==> src/adc_seq_pkg.sv <==
// package: register map, field layout and phase timing of the conversion sequencer
package adc_seq_pkg;
  // ----------------------------------------------------------------
  // register indices (byte address is four times the index)
  // ----------------------------------------------------------------
  localparam logic [9:0]  CTRL_INDEX    = 10'h0C5;
  localparam logic [9:0]  RESULT_INDEX  = 10'h0C6;
  localparam logic [9:0]  IRQ_STS_INDEX = 10'h0C7;
  localparam logic [9:0]  IRQ_MSK_INDEX = 10'h0C8;
  localparam int          ADDR_W        = 12;
  // ----------------------------------------------------------------
  // control register fields and reset values
  // ----------------------------------------------------------------
  localparam int          RES_B1_POS    = 7;
  localparam int          RES_B0_POS    = 6;
  localparam int          EXT_EN_POS    = 5;
  localparam int          DONE_POS      = 4;
  localparam int          START_POS     = 3;
  localparam int          CHAN_MSB      = 2;
  localparam logic [7:0]  CTRL_RESET    = 8'h00;
  localparam logic [7:0]  RESULT_RESET  = 8'h00;
  localparam logic [0:0]  IRQ_RESET     = 1'h0;
  // ----------------------------------------------------------------
  // timing in machine cycles
  // ----------------------------------------------------------------
  localparam int          INIT_TICKS    = 2;
  localparam int          SAMPLE_TICKS  = 8;
  localparam int          TICKS_PER_BIT = 4;
  localparam int          RESULT_BITS   = 10;
  localparam int          TOTAL_TICKS   = INIT_TICKS + SAMPLE_TICKS
                                          + TICKS_PER_BIT * RESULT_BITS;
  // sequencer phases
  typedef enum logic [1:0] {ST_IDLE, ST_INIT, ST_SAMPLE, ST_CONVERT} phase_t;
  // software-visible control fields
  typedef struct packed {
    logic       ext_en;
    logic       done;
    logic       busy;
    logic [2:0] chan;
  } ctrl_t;
endpackage : adc_seq_pkg

==> src/adc_conversion_sequencer.sv <==
// module: successive-approximation converter sequencer with an APB register slave
// ------------------------------------------------------------------
// Overview of operation
// - a full conversion takes 50 machine cycles from start to result ready
// - on completion upper eight bits go to result byte, low two to control
// - control bit 7 holds result bit 1, bit 6 result bit 0, read-only
// - start requests during a running conversion are ignored
// - the stored result stays unchanged while the done flag is set
// - starts arriving while busy, or while done stays set, are discarded, not queued
// - entering idle or power-down aborts a conversion in progress
// - during idle a completed result and its done flag stay intact
// - external rising edge seen at cycle end starts the next machine cycle
// - software start begins at the machine cycle after the writing one
// - two init cycles; busy rises after the first, sampling after the second
// - the selected channel is sampled for eight machine cycles
// - each result bit is resolved in four machine cycles
// - control bit 5 enables the external start input as a trigger
// - control bit 4 is done; hardware sets it, software only clears it
// - control bit 3 starts and shows busy; cleared as done sets
// - bits 2..0 select the channel, writable only while idle and not done
// - clearing done in the same write as setting start may start a conversion
// ------------------------------------------------------------------
`timescale 1ns/1ps
module adc_conversion_sequencer
(
  // clock and reset
  input  wire logic                           core_clk_i,
  input  wire logic                           rst_i,
  // apb slave
  input  wire logic                           psel_i,
  input  wire logic                           penable_i,
  input  wire logic                           pwrite_i,
  input  wire logic [adc_seq_pkg::ADDR_W-1:0] paddr_i,
  input  wire logic [31:0]                    pwdata_i,
  output logic      [31:0]                    prdata_o,
  output logic                                pready_o,
  output logic                                pslverr_o,
  // processor core status
  input  wire logic                           machine_tick_i,
  input  wire logic                           idle_mode_i,
  input  wire logic                           power_down_i,
  // external start pin
  input  wire logic                           external_start_input_i,
  // analog macro
  input  wire logic                           comparator_i,
  output logic      [2:0]                     channel_o,
  output logic                                sample_o,
  output logic      [9:0]                     trial_code_o,
  // interrupt
  output logic                                irq_o
);
  // ----------------------------------------------------------------
  // declarations
  // ----------------------------------------------------------------
  adc_seq_pkg::phase_t state;
  adc_seq_pkg::ctrl_t  ctrl;
  logic [5:0]          tick_cnt;
  logic [3:0]          bit_idx;
  logic [9:0]          sar;
  logic [7:0]          result_high;
  logic [1:0]          result_low;
  logic                pending;
  logic                irq_sts;
  logic                irq_msk;
  logic                ext_meta;
  logic                ext_sync;
  logic                ext_prev;
  logic                wr_en;
  logic                ext_edge;
  logic                abort;
  logic                finish;
  logic                begin_conv;
  logic                sw_clr_done;
  logic                sw_start;

  // word index of a byte address; unaligned addresses never match
  function automatic logic [9:0] reg_index(input logic [adc_seq_pkg::ADDR_W-1:0] a);
    reg_index = a[11:2];
  endfunction : reg_index

  function automatic logic hits(input logic [adc_seq_pkg::ADDR_W-1:0] a,
                                input logic [9:0] idx);
    hits = (a[1:0] == 2'h0) && (reg_index(a) == idx);
  endfunction : hits

  // ----------------------------------------------------------------
  // apb access decode
  // ----------------------------------------------------------------
  // the write lands at the access edge where pready is high
  assign wr_en       = psel_i && penable_i && pready_o && pwrite_i;
  assign sw_clr_done = wr_en && hits(paddr_i, adc_seq_pkg::CTRL_INDEX)
                       && !pwdata_i[adc_seq_pkg::DONE_POS];
  assign sw_start    = wr_en && hits(paddr_i, adc_seq_pkg::CTRL_INDEX)
                       && pwdata_i[adc_seq_pkg::START_POS];

  // one wait-free cycle: pready and read data are prepared in setup
  always_ff @(posedge core_clk_i or posedge rst_i)
  begin
    if (rst_i)
    begin
      pready_o  <= 1'b0;
      pslverr_o <= 1'b0;
      prdata_o  <= 32'h0000_0000;
    end
    else
    begin
      pready_o  <= psel_i && !penable_i && !pready_o;
      pslverr_o <= 1'b0;
      if (psel_i && !penable_i)
      begin
        prdata_o <= 32'h0000_0000;
        if (hits(paddr_i, adc_seq_pkg::CTRL_INDEX))
          prdata_o[7:0] <= {result_low, ctrl};
        else if (hits(paddr_i, adc_seq_pkg::RESULT_INDEX))
          prdata_o[7:0] <= result_high;
        else if (hits(paddr_i, adc_seq_pkg::IRQ_STS_INDEX))
          prdata_o[0] <= irq_sts;
        else if (hits(paddr_i, adc_seq_pkg::IRQ_MSK_INDEX))
          prdata_o[0] <= irq_msk;
        else
          pslverr_o <= 1'b1;                                   // unmapped
      end
    end
  end

  // ----------------------------------------------------------------
  // external start pin synchroniser and edge detect
  // ----------------------------------------------------------------
  always_ff @(posedge core_clk_i or posedge rst_i)
  begin
    if (rst_i)
    begin
      ext_meta <= 1'b0;
      ext_sync <= 1'b0;
    end
    else
    begin
      ext_meta <= external_start_input_i;
      ext_sync <= ext_meta;
    end
  end

  // the pin is looked at only at machine-cycle ends, so short glitches between are missed
  always_ff @(posedge core_clk_i or posedge rst_i)
  begin
    if (rst_i)
      ext_prev <= 1'b0;
    else if (machine_tick_i)
      ext_prev <= ext_sync;
  end

  assign ext_edge = machine_tick_i && ext_sync && !ext_prev && ctrl.ext_en;

  // ----------------------------------------------------------------
  // start acceptance and phase control
  // ----------------------------------------------------------------
  assign abort      = idle_mode_i || power_down_i;
  assign finish     = machine_tick_i && (state == adc_seq_pkg::ST_CONVERT)
                      && (bit_idx == 4'h0)
                      && (tick_cnt == 6'(adc_seq_pkg::TICKS_PER_BIT - 1));
  assign begin_conv = machine_tick_i && !abort && (state == adc_seq_pkg::ST_IDLE)
                      && !ctrl.done && (pending || ext_edge);

  // a software start waits for the end of the current machine cycle
  always_ff @(posedge core_clk_i or posedge rst_i)
  begin
    if (rst_i)
      pending <= 1'b0;
    else if (begin_conv || abort)
      pending <= 1'b0;
    else if (sw_start && (state == adc_seq_pkg::ST_IDLE) && !pending
             && (!ctrl.done || sw_clr_done))
      pending <= 1'b1;
  end

  // phase sequencer, every phase counted in ticks
  always_ff @(posedge core_clk_i or posedge rst_i)
  begin
    if (rst_i)
    begin
      state    <= adc_seq_pkg::ST_IDLE;
      tick_cnt <= 6'h00;
      bit_idx  <= 4'h0;
    end
    else if (abort)
    begin
      state    <= adc_seq_pkg::ST_IDLE;
      tick_cnt <= 6'h00;
    end
    else if (machine_tick_i)
    begin
      unique case (state)
        adc_seq_pkg::ST_IDLE:
        begin
          tick_cnt <= 6'h00;
          if (begin_conv)
            state <= adc_seq_pkg::ST_INIT;
        end
        adc_seq_pkg::ST_INIT:
        begin
          tick_cnt <= tick_cnt + 6'h01;
          if (tick_cnt == 6'(adc_seq_pkg::INIT_TICKS - 1))
          begin
            state    <= adc_seq_pkg::ST_SAMPLE;
            tick_cnt <= 6'h00;
          end
        end
        adc_seq_pkg::ST_SAMPLE:
        begin
          tick_cnt <= tick_cnt + 6'h01;
          if (tick_cnt == 6'(adc_seq_pkg::SAMPLE_TICKS - 1))
          begin
            state    <= adc_seq_pkg::ST_CONVERT;
            tick_cnt <= 6'h00;
            bit_idx  <= 4'(adc_seq_pkg::RESULT_BITS - 1);
          end
        end
        adc_seq_pkg::ST_CONVERT:
        begin
          tick_cnt <= tick_cnt + 6'h01;
          if (tick_cnt == 6'(adc_seq_pkg::TICKS_PER_BIT - 1))
          begin
            tick_cnt <= 6'h00;
            bit_idx  <= bit_idx - 4'h1;
            if (bit_idx == 4'h0)
              state <= adc_seq_pkg::ST_IDLE;
          end
        end
      endcase
    end
  end

  // ----------------------------------------------------------------
  // successive approximation and analog controls
  // ----------------------------------------------------------------
  // the trial keeps the decided bits and tests the current one
  always_ff @(posedge core_clk_i or posedge rst_i)
  begin
    if (rst_i)
    begin
      sar          <= 10'h000;
      trial_code_o <= 10'h000;
    end
    else if (state == adc_seq_pkg::ST_SAMPLE && tick_cnt == 6'h00)
    begin
      sar          <= 10'h000;
      trial_code_o <= 10'h200;
    end
    else if (machine_tick_i && state == adc_seq_pkg::ST_CONVERT
             && tick_cnt == 6'(adc_seq_pkg::TICKS_PER_BIT - 1))
    begin
      sar[bit_idx]          <= comparator_i;
      trial_code_o          <= sar;
      trial_code_o[bit_idx] <= comparator_i;
      if (bit_idx != 4'h0)
        trial_code_o[bit_idx - 4'h1] <= 1'b1;
    end
  end

  // channel follows the register, which cannot move once initiation began
  always_ff @(posedge core_clk_i or posedge rst_i)
  begin
    if (rst_i)
    begin
      channel_o <= 3'h0;
      sample_o  <= 1'b0;
    end
    else
    begin
      channel_o <= ctrl.chan;
      sample_o  <= (state == adc_seq_pkg::ST_SAMPLE) && !abort;
    end
  end

  // ----------------------------------------------------------------
  // control, result and interrupt registers
  // ----------------------------------------------------------------
  // done: hardware set wins over a software clear in the same cycle
  always_ff @(posedge core_clk_i or posedge rst_i)
  begin
    if (rst_i)
      ctrl <= adc_seq_pkg::ctrl_t'(adc_seq_pkg::CTRL_RESET[5:0]);
    else
    begin
      if (finish && !abort)
      begin
        ctrl.done <= 1'b1;
        ctrl.busy <= 1'b0;
      end
      else if (sw_clr_done)
        ctrl.done <= 1'b0;
      if (abort)
        ctrl.busy <= 1'b0;
      else if (machine_tick_i && state == adc_seq_pkg::ST_INIT && tick_cnt == 6'h00)
        ctrl.busy <= 1'b1;
      if (wr_en && hits(paddr_i, adc_seq_pkg::CTRL_INDEX))
      begin
        ctrl.ext_en <= pwdata_i[adc_seq_pkg::EXT_EN_POS];
        if (state == adc_seq_pkg::ST_IDLE && !pending && !ctrl.done && !ctrl.busy)
          ctrl.chan <= pwdata_i[adc_seq_pkg::CHAN_MSB:0];
      end
    end
  end

  // result loads only at completion, which cannot happen while done is set
  always_ff @(posedge core_clk_i or posedge rst_i)
  begin
    if (rst_i)
    begin
      result_high <= adc_seq_pkg::RESULT_RESET;
      result_low  <= 2'h0;
    end
    else if (finish && !abort)
    begin
      result_high <= sar[9:2];
      result_low  <= {sar[1], comparator_i};
    end
  end

  // completion event sticky bit, cleared by writing one, and mask
  always_ff @(posedge core_clk_i or posedge rst_i)
  begin
    if (rst_i)
    begin
      irq_sts <= adc_seq_pkg::IRQ_RESET;
      irq_msk <= adc_seq_pkg::IRQ_RESET;
      irq_o   <= 1'b0;
    end
    else
    begin
      if (finish && !abort)
        irq_sts <= 1'b1;
      else if (wr_en && hits(paddr_i, adc_seq_pkg::IRQ_STS_INDEX) && pwdata_i[0])
        irq_sts <= 1'b0;
      if (wr_en && hits(paddr_i, adc_seq_pkg::IRQ_MSK_INDEX))
        irq_msk <= pwdata_i[0];
      irq_o <= irq_sts && irq_msk;
    end
  end

  // ----------------------------------------------------------------
  // assertions
  // ----------------------------------------------------------------
  logic [6:0] run_ticks;
  always_ff @(posedge core_clk_i or posedge rst_i)
  begin
    if (rst_i)
      run_ticks <= 7'h00;
    else if (state == adc_seq_pkg::ST_IDLE)
      run_ticks <= begin_conv ? 7'h01 : 7'h00;
    else if (machine_tick_i)
      run_ticks <= run_ticks + 7'h01;
  end
endmodule : adc_conversion_sequencer

==> config.mk <==
export PLATFORM = sky130hd
export DESIGN_NAME = adc_conversion_sequencer
export DESIGN_NICKNAME = d
export VERILOG_FILES = /design/src/adc_seq_pkg.sv /design/src/adc_conversion_sequencer.sv
export SDC_FILE = /design/constraint.sdc
export NUM_CORES = 1
export LEC_CHECK = 0
export ABC_AREA = 0
export BUFFER_PORTS_ARGS = -buffer_cell sky130_fd_sc_hd__buf_2
export CORE_MARGIN = 10
export CORE_UTILIZATION = 29
export CTS_BUF_LIST = sky130_fd_sc_hd__clkbuf_8
export DETAILED_ROUTE_END_ITERATION = 6
export SYNTH_ARGS = -nofsm -noshare
export SYNTH_HDL_FRONTEND = slang
export SYNTH_SLANG_ARGS = --single-unit
==> constraint.sdc <==
create_clock -name core_clk_i -period 1.9 [get_ports core_clk_i]
set_input_delay 0.19 -clock core_clk_i [delete_from_list [all_inputs] [get_ports core_clk_i]]
set_output_delay 0.19 -clock core_clk_i [all_outputs]
set_load 0.01 [all_outputs]
# == Word level (Yosys, flattened, before mapping) ==
# Cells that the tools add are included.
# word_totals
regBits,69
out_inout_bits,49
# classes
n_addsub,2
n_lt_le_gt_ge,4
n_eq_ne,17
n_mux,46
bitwise_logic,2
n_reduce_logical,67
# ops
op,n
10-bit 2-to-1 mux,5
10-bit by 8-bit equality test with 1-bit output (second input constant),4
1-bit logical AND,40
6-bit 2-to-1 mux,5
6-bit case mux with 4 select lines,1
1-bit 2-to-1 mux,19
3-bit inequality test (second input constant),5
2-bit 2-to-1 mux,7
2-bit nonzero test,6
10-bit bitwise mux,1
4-bit by 5-bit < comparator with 1-bit output (second input constant),2
10-bit OR,1
1-bit demux with 4-bit select,2
4-bit by 1-bit greater-or-equal comparator with 1-bit output (second input constant),2
1-bit zero test,8
4-bit 2-to-1 mux,2
8-bit 2-to-1 mux,1
2-bit case mux with 4 select lines,1
4-bit case mux with 2 select lines,1
7-bit 2-to-1 mux,1
6-bit by 1-bit adder with 6-bit output (second input constant),1
6-bit by 1-bit equality test with 1-bit output (second input constant),1
6-bit by 2-bit equality test with 1-bit output (second input constant),1
6-bit by 3-bit equality test with 1-bit output (second input constant),1
14 further kinds,20

# == Logic depth before layout (Yosys ltp) ==
# depth
ltp_word,10
mapped_depth,8
mapped_depth_nobuf,7

# == Worst setup path after synthesis ==
# No wires, ideal clock.
# synth_path
kind,register to register
from,reg bit_idx[2]
to,reg result_high[0]
t_arrival_ns,1.756
slack_ns,0.019
stages_incl_launch_ff,6
n_path_buf,1
period_less_slack_ns,1.881
cell_sequence,dfrtp_1 nor2_1 nand2_1 nor3_2 buf_4 mux2_2
# synth_via
elab_chain_len,4
# synth_rtl
element,line,source
"start, declared",adc_conversion_sequencer.sv:58,logic [3:0] bit_idx;
"start signal, assigned",adc_conversion_sequencer.sv:215,bit_idx <= 4'(adc_seq_pkg::RESULT_BITS - 1);
"start signal, assigned",adc_conversion_sequencer.sv:224,bit_idx <= bit_idx - 4'h1;
4-bit zero test,adc_conversion_sequencer.sv:159,&& (bit_idx == 4'h0)
1-bit logical AND,adc_conversion_sequencer.sv:159,
1-bit logical AND,adc_conversion_sequencer.sv:160,&& (tick_cnt == 6'(adc_seq_pkg::TICKS_PER_BIT - 1));
1-bit logical AND,adc_conversion_sequencer.sv:313,else if (finish && !abort)
"end signal, assigned",adc_conversion_sequencer.sv:310,result_high <= adc_seq_pkg::RESULT_RESET;
"end signal, assigned",adc_conversion_sequencer.sv:315,result_high <= sar[9:2];
"end, declared",adc_conversion_sequencer.sv:60,logic [7:0] result_high;
# No other way between the ends.
# A chain may end at the register's enable or synchronous reset.

# == Worst setup path in the final report ==
# layout_path
from,reg tick_cnt[2]
to,reg tick_cnt[3]
# layout_via
elab_chain_len,5
word_cells_on_any_way,10
cone_classes,add/sub: 1; eq/ne: 3; mux: 6
# layout_rtl
element,line,source
"start, declared",adc_conversion_sequencer.sv:57,logic [5:0] tick_cnt;
"start signal, assigned",adc_conversion_sequencer.sv:201,tick_cnt <= tick_cnt + 6'h01;
"start signal, assigned",adc_conversion_sequencer.sv:210,tick_cnt <= tick_cnt + 6'h01;
"start signal, assigned",adc_conversion_sequencer.sv:220,tick_cnt <= tick_cnt + 6'h01;
6-bit by 1-bit adder with 6-bit output (tied with other cells),"adc_conversion_sequencer.sv:201, adc_conversion_sequencer.sv:210, adc_conversion_sequencer.sv:220",
6-bit 2-to-1 mux (on tied branches),"adc_conversion_sequencer.sv:221, adc_conversion_sequencer.sv:202, adc_conversion_sequencer.sv:211",
6-bit case mux with 4 select lines *,adc_conversion_sequencer.sv:192,unique case (state)
6-bit 2-to-1 mux *,adc_conversion_sequencer.sv:190,else if (machine_tick_i)
6-bit 2-to-1 mux *,adc_conversion_sequencer.sv:185,else if (abort)
# Every way passes the cells marked *; elsewhere a longest branch is shown, timed or not. The select of a mux whose other input is x is not followed.

==> reports/metrics.cfg <==
[critical_path]
required_ps=2120
worst-path-buf-inv=0
worstSetupPathType=reg -> reg
cp_max_fo=5
startpoint_type=flop
critPathSlowestCell=or4_4
path_cells=or4_4 -> o21ai_4 -> nor3b_2 -> o31ai_1 -> a31o_2
crit_path_max_incr_delay_ps=560
worst_setup_path_end_kind=flop
arrival_ps=2070
crit_family=simple AND/OR/NAND/NOR gates

[floorplanning]
start_util_pct=29.4
core_area_mm2=0.0125
die_x_um=133
die_y_um=133
dieArea_mm2=0.0176
pin_count=103
rows=41

[timing]
clock.fmax_ghz=0.541
drv_slew=0
min_period_over_period_pct=97.2
slew_headroom_pct=60.8
worst_clock_skew_ps=16.7
setup_viol=0
tightest_slew_ps=588
finalHoldViolCount=0
layout_min_cycle_time_ps=1850
rsz0062_at_grt=true

[logic_synthesis]
synthCells=350
async_flop_share_pct=100
synthFlopType=dfrtp_1
yosysSeqAreaShare_pct=46.9
syn_avg_cell_area_um2=10.5
synth_area_mm2=0.00368
netlist-cell-type-count=60
synth_edf_count=0
synth_seq_cells=69
yosys_warnings=0

[placement]
dp_hpwl_um=6560
place_congestion=0.788
numPortBuffers=52
dp_cells=587

[global_route]
grt_max_degree=70
grt.total_usage_pct=9.68
grt_pass1_vias=2809
grt-ovfl-total=0
grt_antenna_before_repair=0
grt_pass1_wl_um=14200

[final_layout]
nets=500
drive_gt1_share_pct=32.7
diodes=0
final_util_pct=36.4
mostFrequentLayoutCells=dfrtp_1 (66), buf_2 (52), nand2_1 (33)
fillers=1268
syn_to_final_growth_pct=23.9
layout_commonest_cell=dfrtp_1
finalNonFillerCells=609

[pwr]
max-vdd-ir-drop_v=0.000324
p_per_area_mw_per_mm2=624
leakagePower_nw=2.32

[routing]
drcViolationCount=0
drtIter0Drc=186
finalWirelength_um=8730
routed_via_density=4.57
firstDrtPassIters=4
drtAntennaViolNets=0
wl_per_cell_um=14.3
routed-via-count=2783

[clock_tree]
cts_buffers=9
cts_max_level=3
clock_latency_ps=350
clk_pin_slew_ps=80
cts_sinks=69
clockBufferDepth=2
root_buffer=clkbuf_8
cts_tree=done

[run_status]
status=finished, final reports clean

[worst_hold_path]
hp-class=in -> reg

[job]
maxCapViolCount=0

## kinds of logic (layout without fill, tap and decap cells)
kind of cell             after synthesis  after routing  synth area share [%]
AND/OR/NAND/NOR                      110            110                  17.3
flip-flops                            69             69                  46.9
AO/OA/AOI/OAI                         78             78                  15.9
adder cells (fa/ha/maj)               14             14                  4.76
other                                  1             24                 0.102
buffers and inverters                 58            122                  9.11
XOR/XNOR                               2              2                 0.476
multiplexers                          18             18                  5.44
## report_power, final
group | leakage [nW] | internal [mW] | switching, mW | total, mW
clock | 0.0996 | 0.611 | 0.604 | 1.22
sequential | 0.940 | 1.47 | 0.00301 | 1.48
combinational | 1.28 | 0.0505 | 0.103 | 0.153
total | 2.32 | 2.14 | 0.710 | 2.85
## timing repair
action                                  in CTS  in global routing
gates resized for setup                      6                 15
cloned                                       0                  1
setup buffers                                0                  3
endpoints found under the hold margin       70                  0
endpoints found under the setup margin      10                 25
pin swaps                                    2                  7
hold buffers                                 2                  0
## worst register-to-register path, stage by stage, from the launching register on
cell     delay (ps)
dfrtp_2         450
or4_4           560
o21ai_4         180
nor3b_2         190
o31ai_1          90
a31o_2          250
## final timing paths
kind	start	end	slack [ps]	depth (start not counted)
setup / recovery	tick_cnt[2]	tick_cnt[3]	50	5
hold / removal	pwdata_i[1]	ctrl[1]	70	2
setup reg to reg	tick_cnt[2]	tick_cnt[3]	50	5
hold reg to reg	ext_meta	ext_sync	350	0
max in group asynchronous	rst_i	tick_cnt[4]	1080	4
min in group asynchronous	rst_i	trial_code_o[4]	490	4
## per-stage QoR
step                power (mW)  setup TNS, ps  hold slack, ps  area (µm²)  setup WS (ps)
finish                    2.85              0            74.6        4560           52.3
global route              2.96           -141            62.6        4560          -33.5
detailed placement        1.65           -311             300        4230          -57.3
global placement          1.65          -74.7             301        4230          -22.7
floorplan                 1.63              0             221        3770           18.9
CTS                       2.87              0            62.1        4460           2.13
## synthesized netlist by cell type (all sizes together) (2+ instances only)
library cell  count  share of area, %
a22oi             2              0.41
a222oi            7               1.9
dfrtp            69                47
a21o             10               2.0
and4b             3              0.82
or3               2              0.34
nand2            33               3.4
nand3            13               1.8
a21oi            14               2.5
a31o              2              0.48
nor4              4               1.1
nand4b            2              0.48
nor2b             6               1.0
mux2             16               4.9
mux2i             2              0.54
or2               3              0.51
and4              2              0.48
nand2b            7               1.2
and2              5              0.85
and3              3              0.51
o21a              3              0.61
nor2              9              0.92
o31ai             2              0.41
buf              30               6.2
nand4             5               1.0
nor3b             4               1.1
o21ai            18               2.5
nor3              7               1.4
a221o             8               2.2
a211oi            2              0.41
clkbuf            6              0.65
inv              22               2.2
ha               14               4.8
## state kept, by name, summed over array words and instances, names as in the netlist, 2 cells and up
register	flops
trial_code_o	10
channel_o	3
tick_cnt	6
prdata_o	8
sar	10
bit_idx	4
state	2
result_low	2
ctrl	6
result_high	8
## layer usage
metal,routed length (µm),track usage (%)
met1,3870,11.7
met2,4500,16.4
met3,315,2.84
met4,40,2.38
met5,0,0
## final cells by class
type                            count  area [µm²]  share of cell area [%]
Multi-Input combinational cell    246        1770                    38.8
Sequential cell                    69        1730                    37.9
Timing Repair Buffer               84         562                    12.3
Tap cell                          172         215                    4.72
Clock buffer                        9         124                    2.72
Inverter                           22        86.3                    1.89
Clock inverter                      7        73.8                    1.62
No activity file was read; power rests on OpenSTA's default activity.
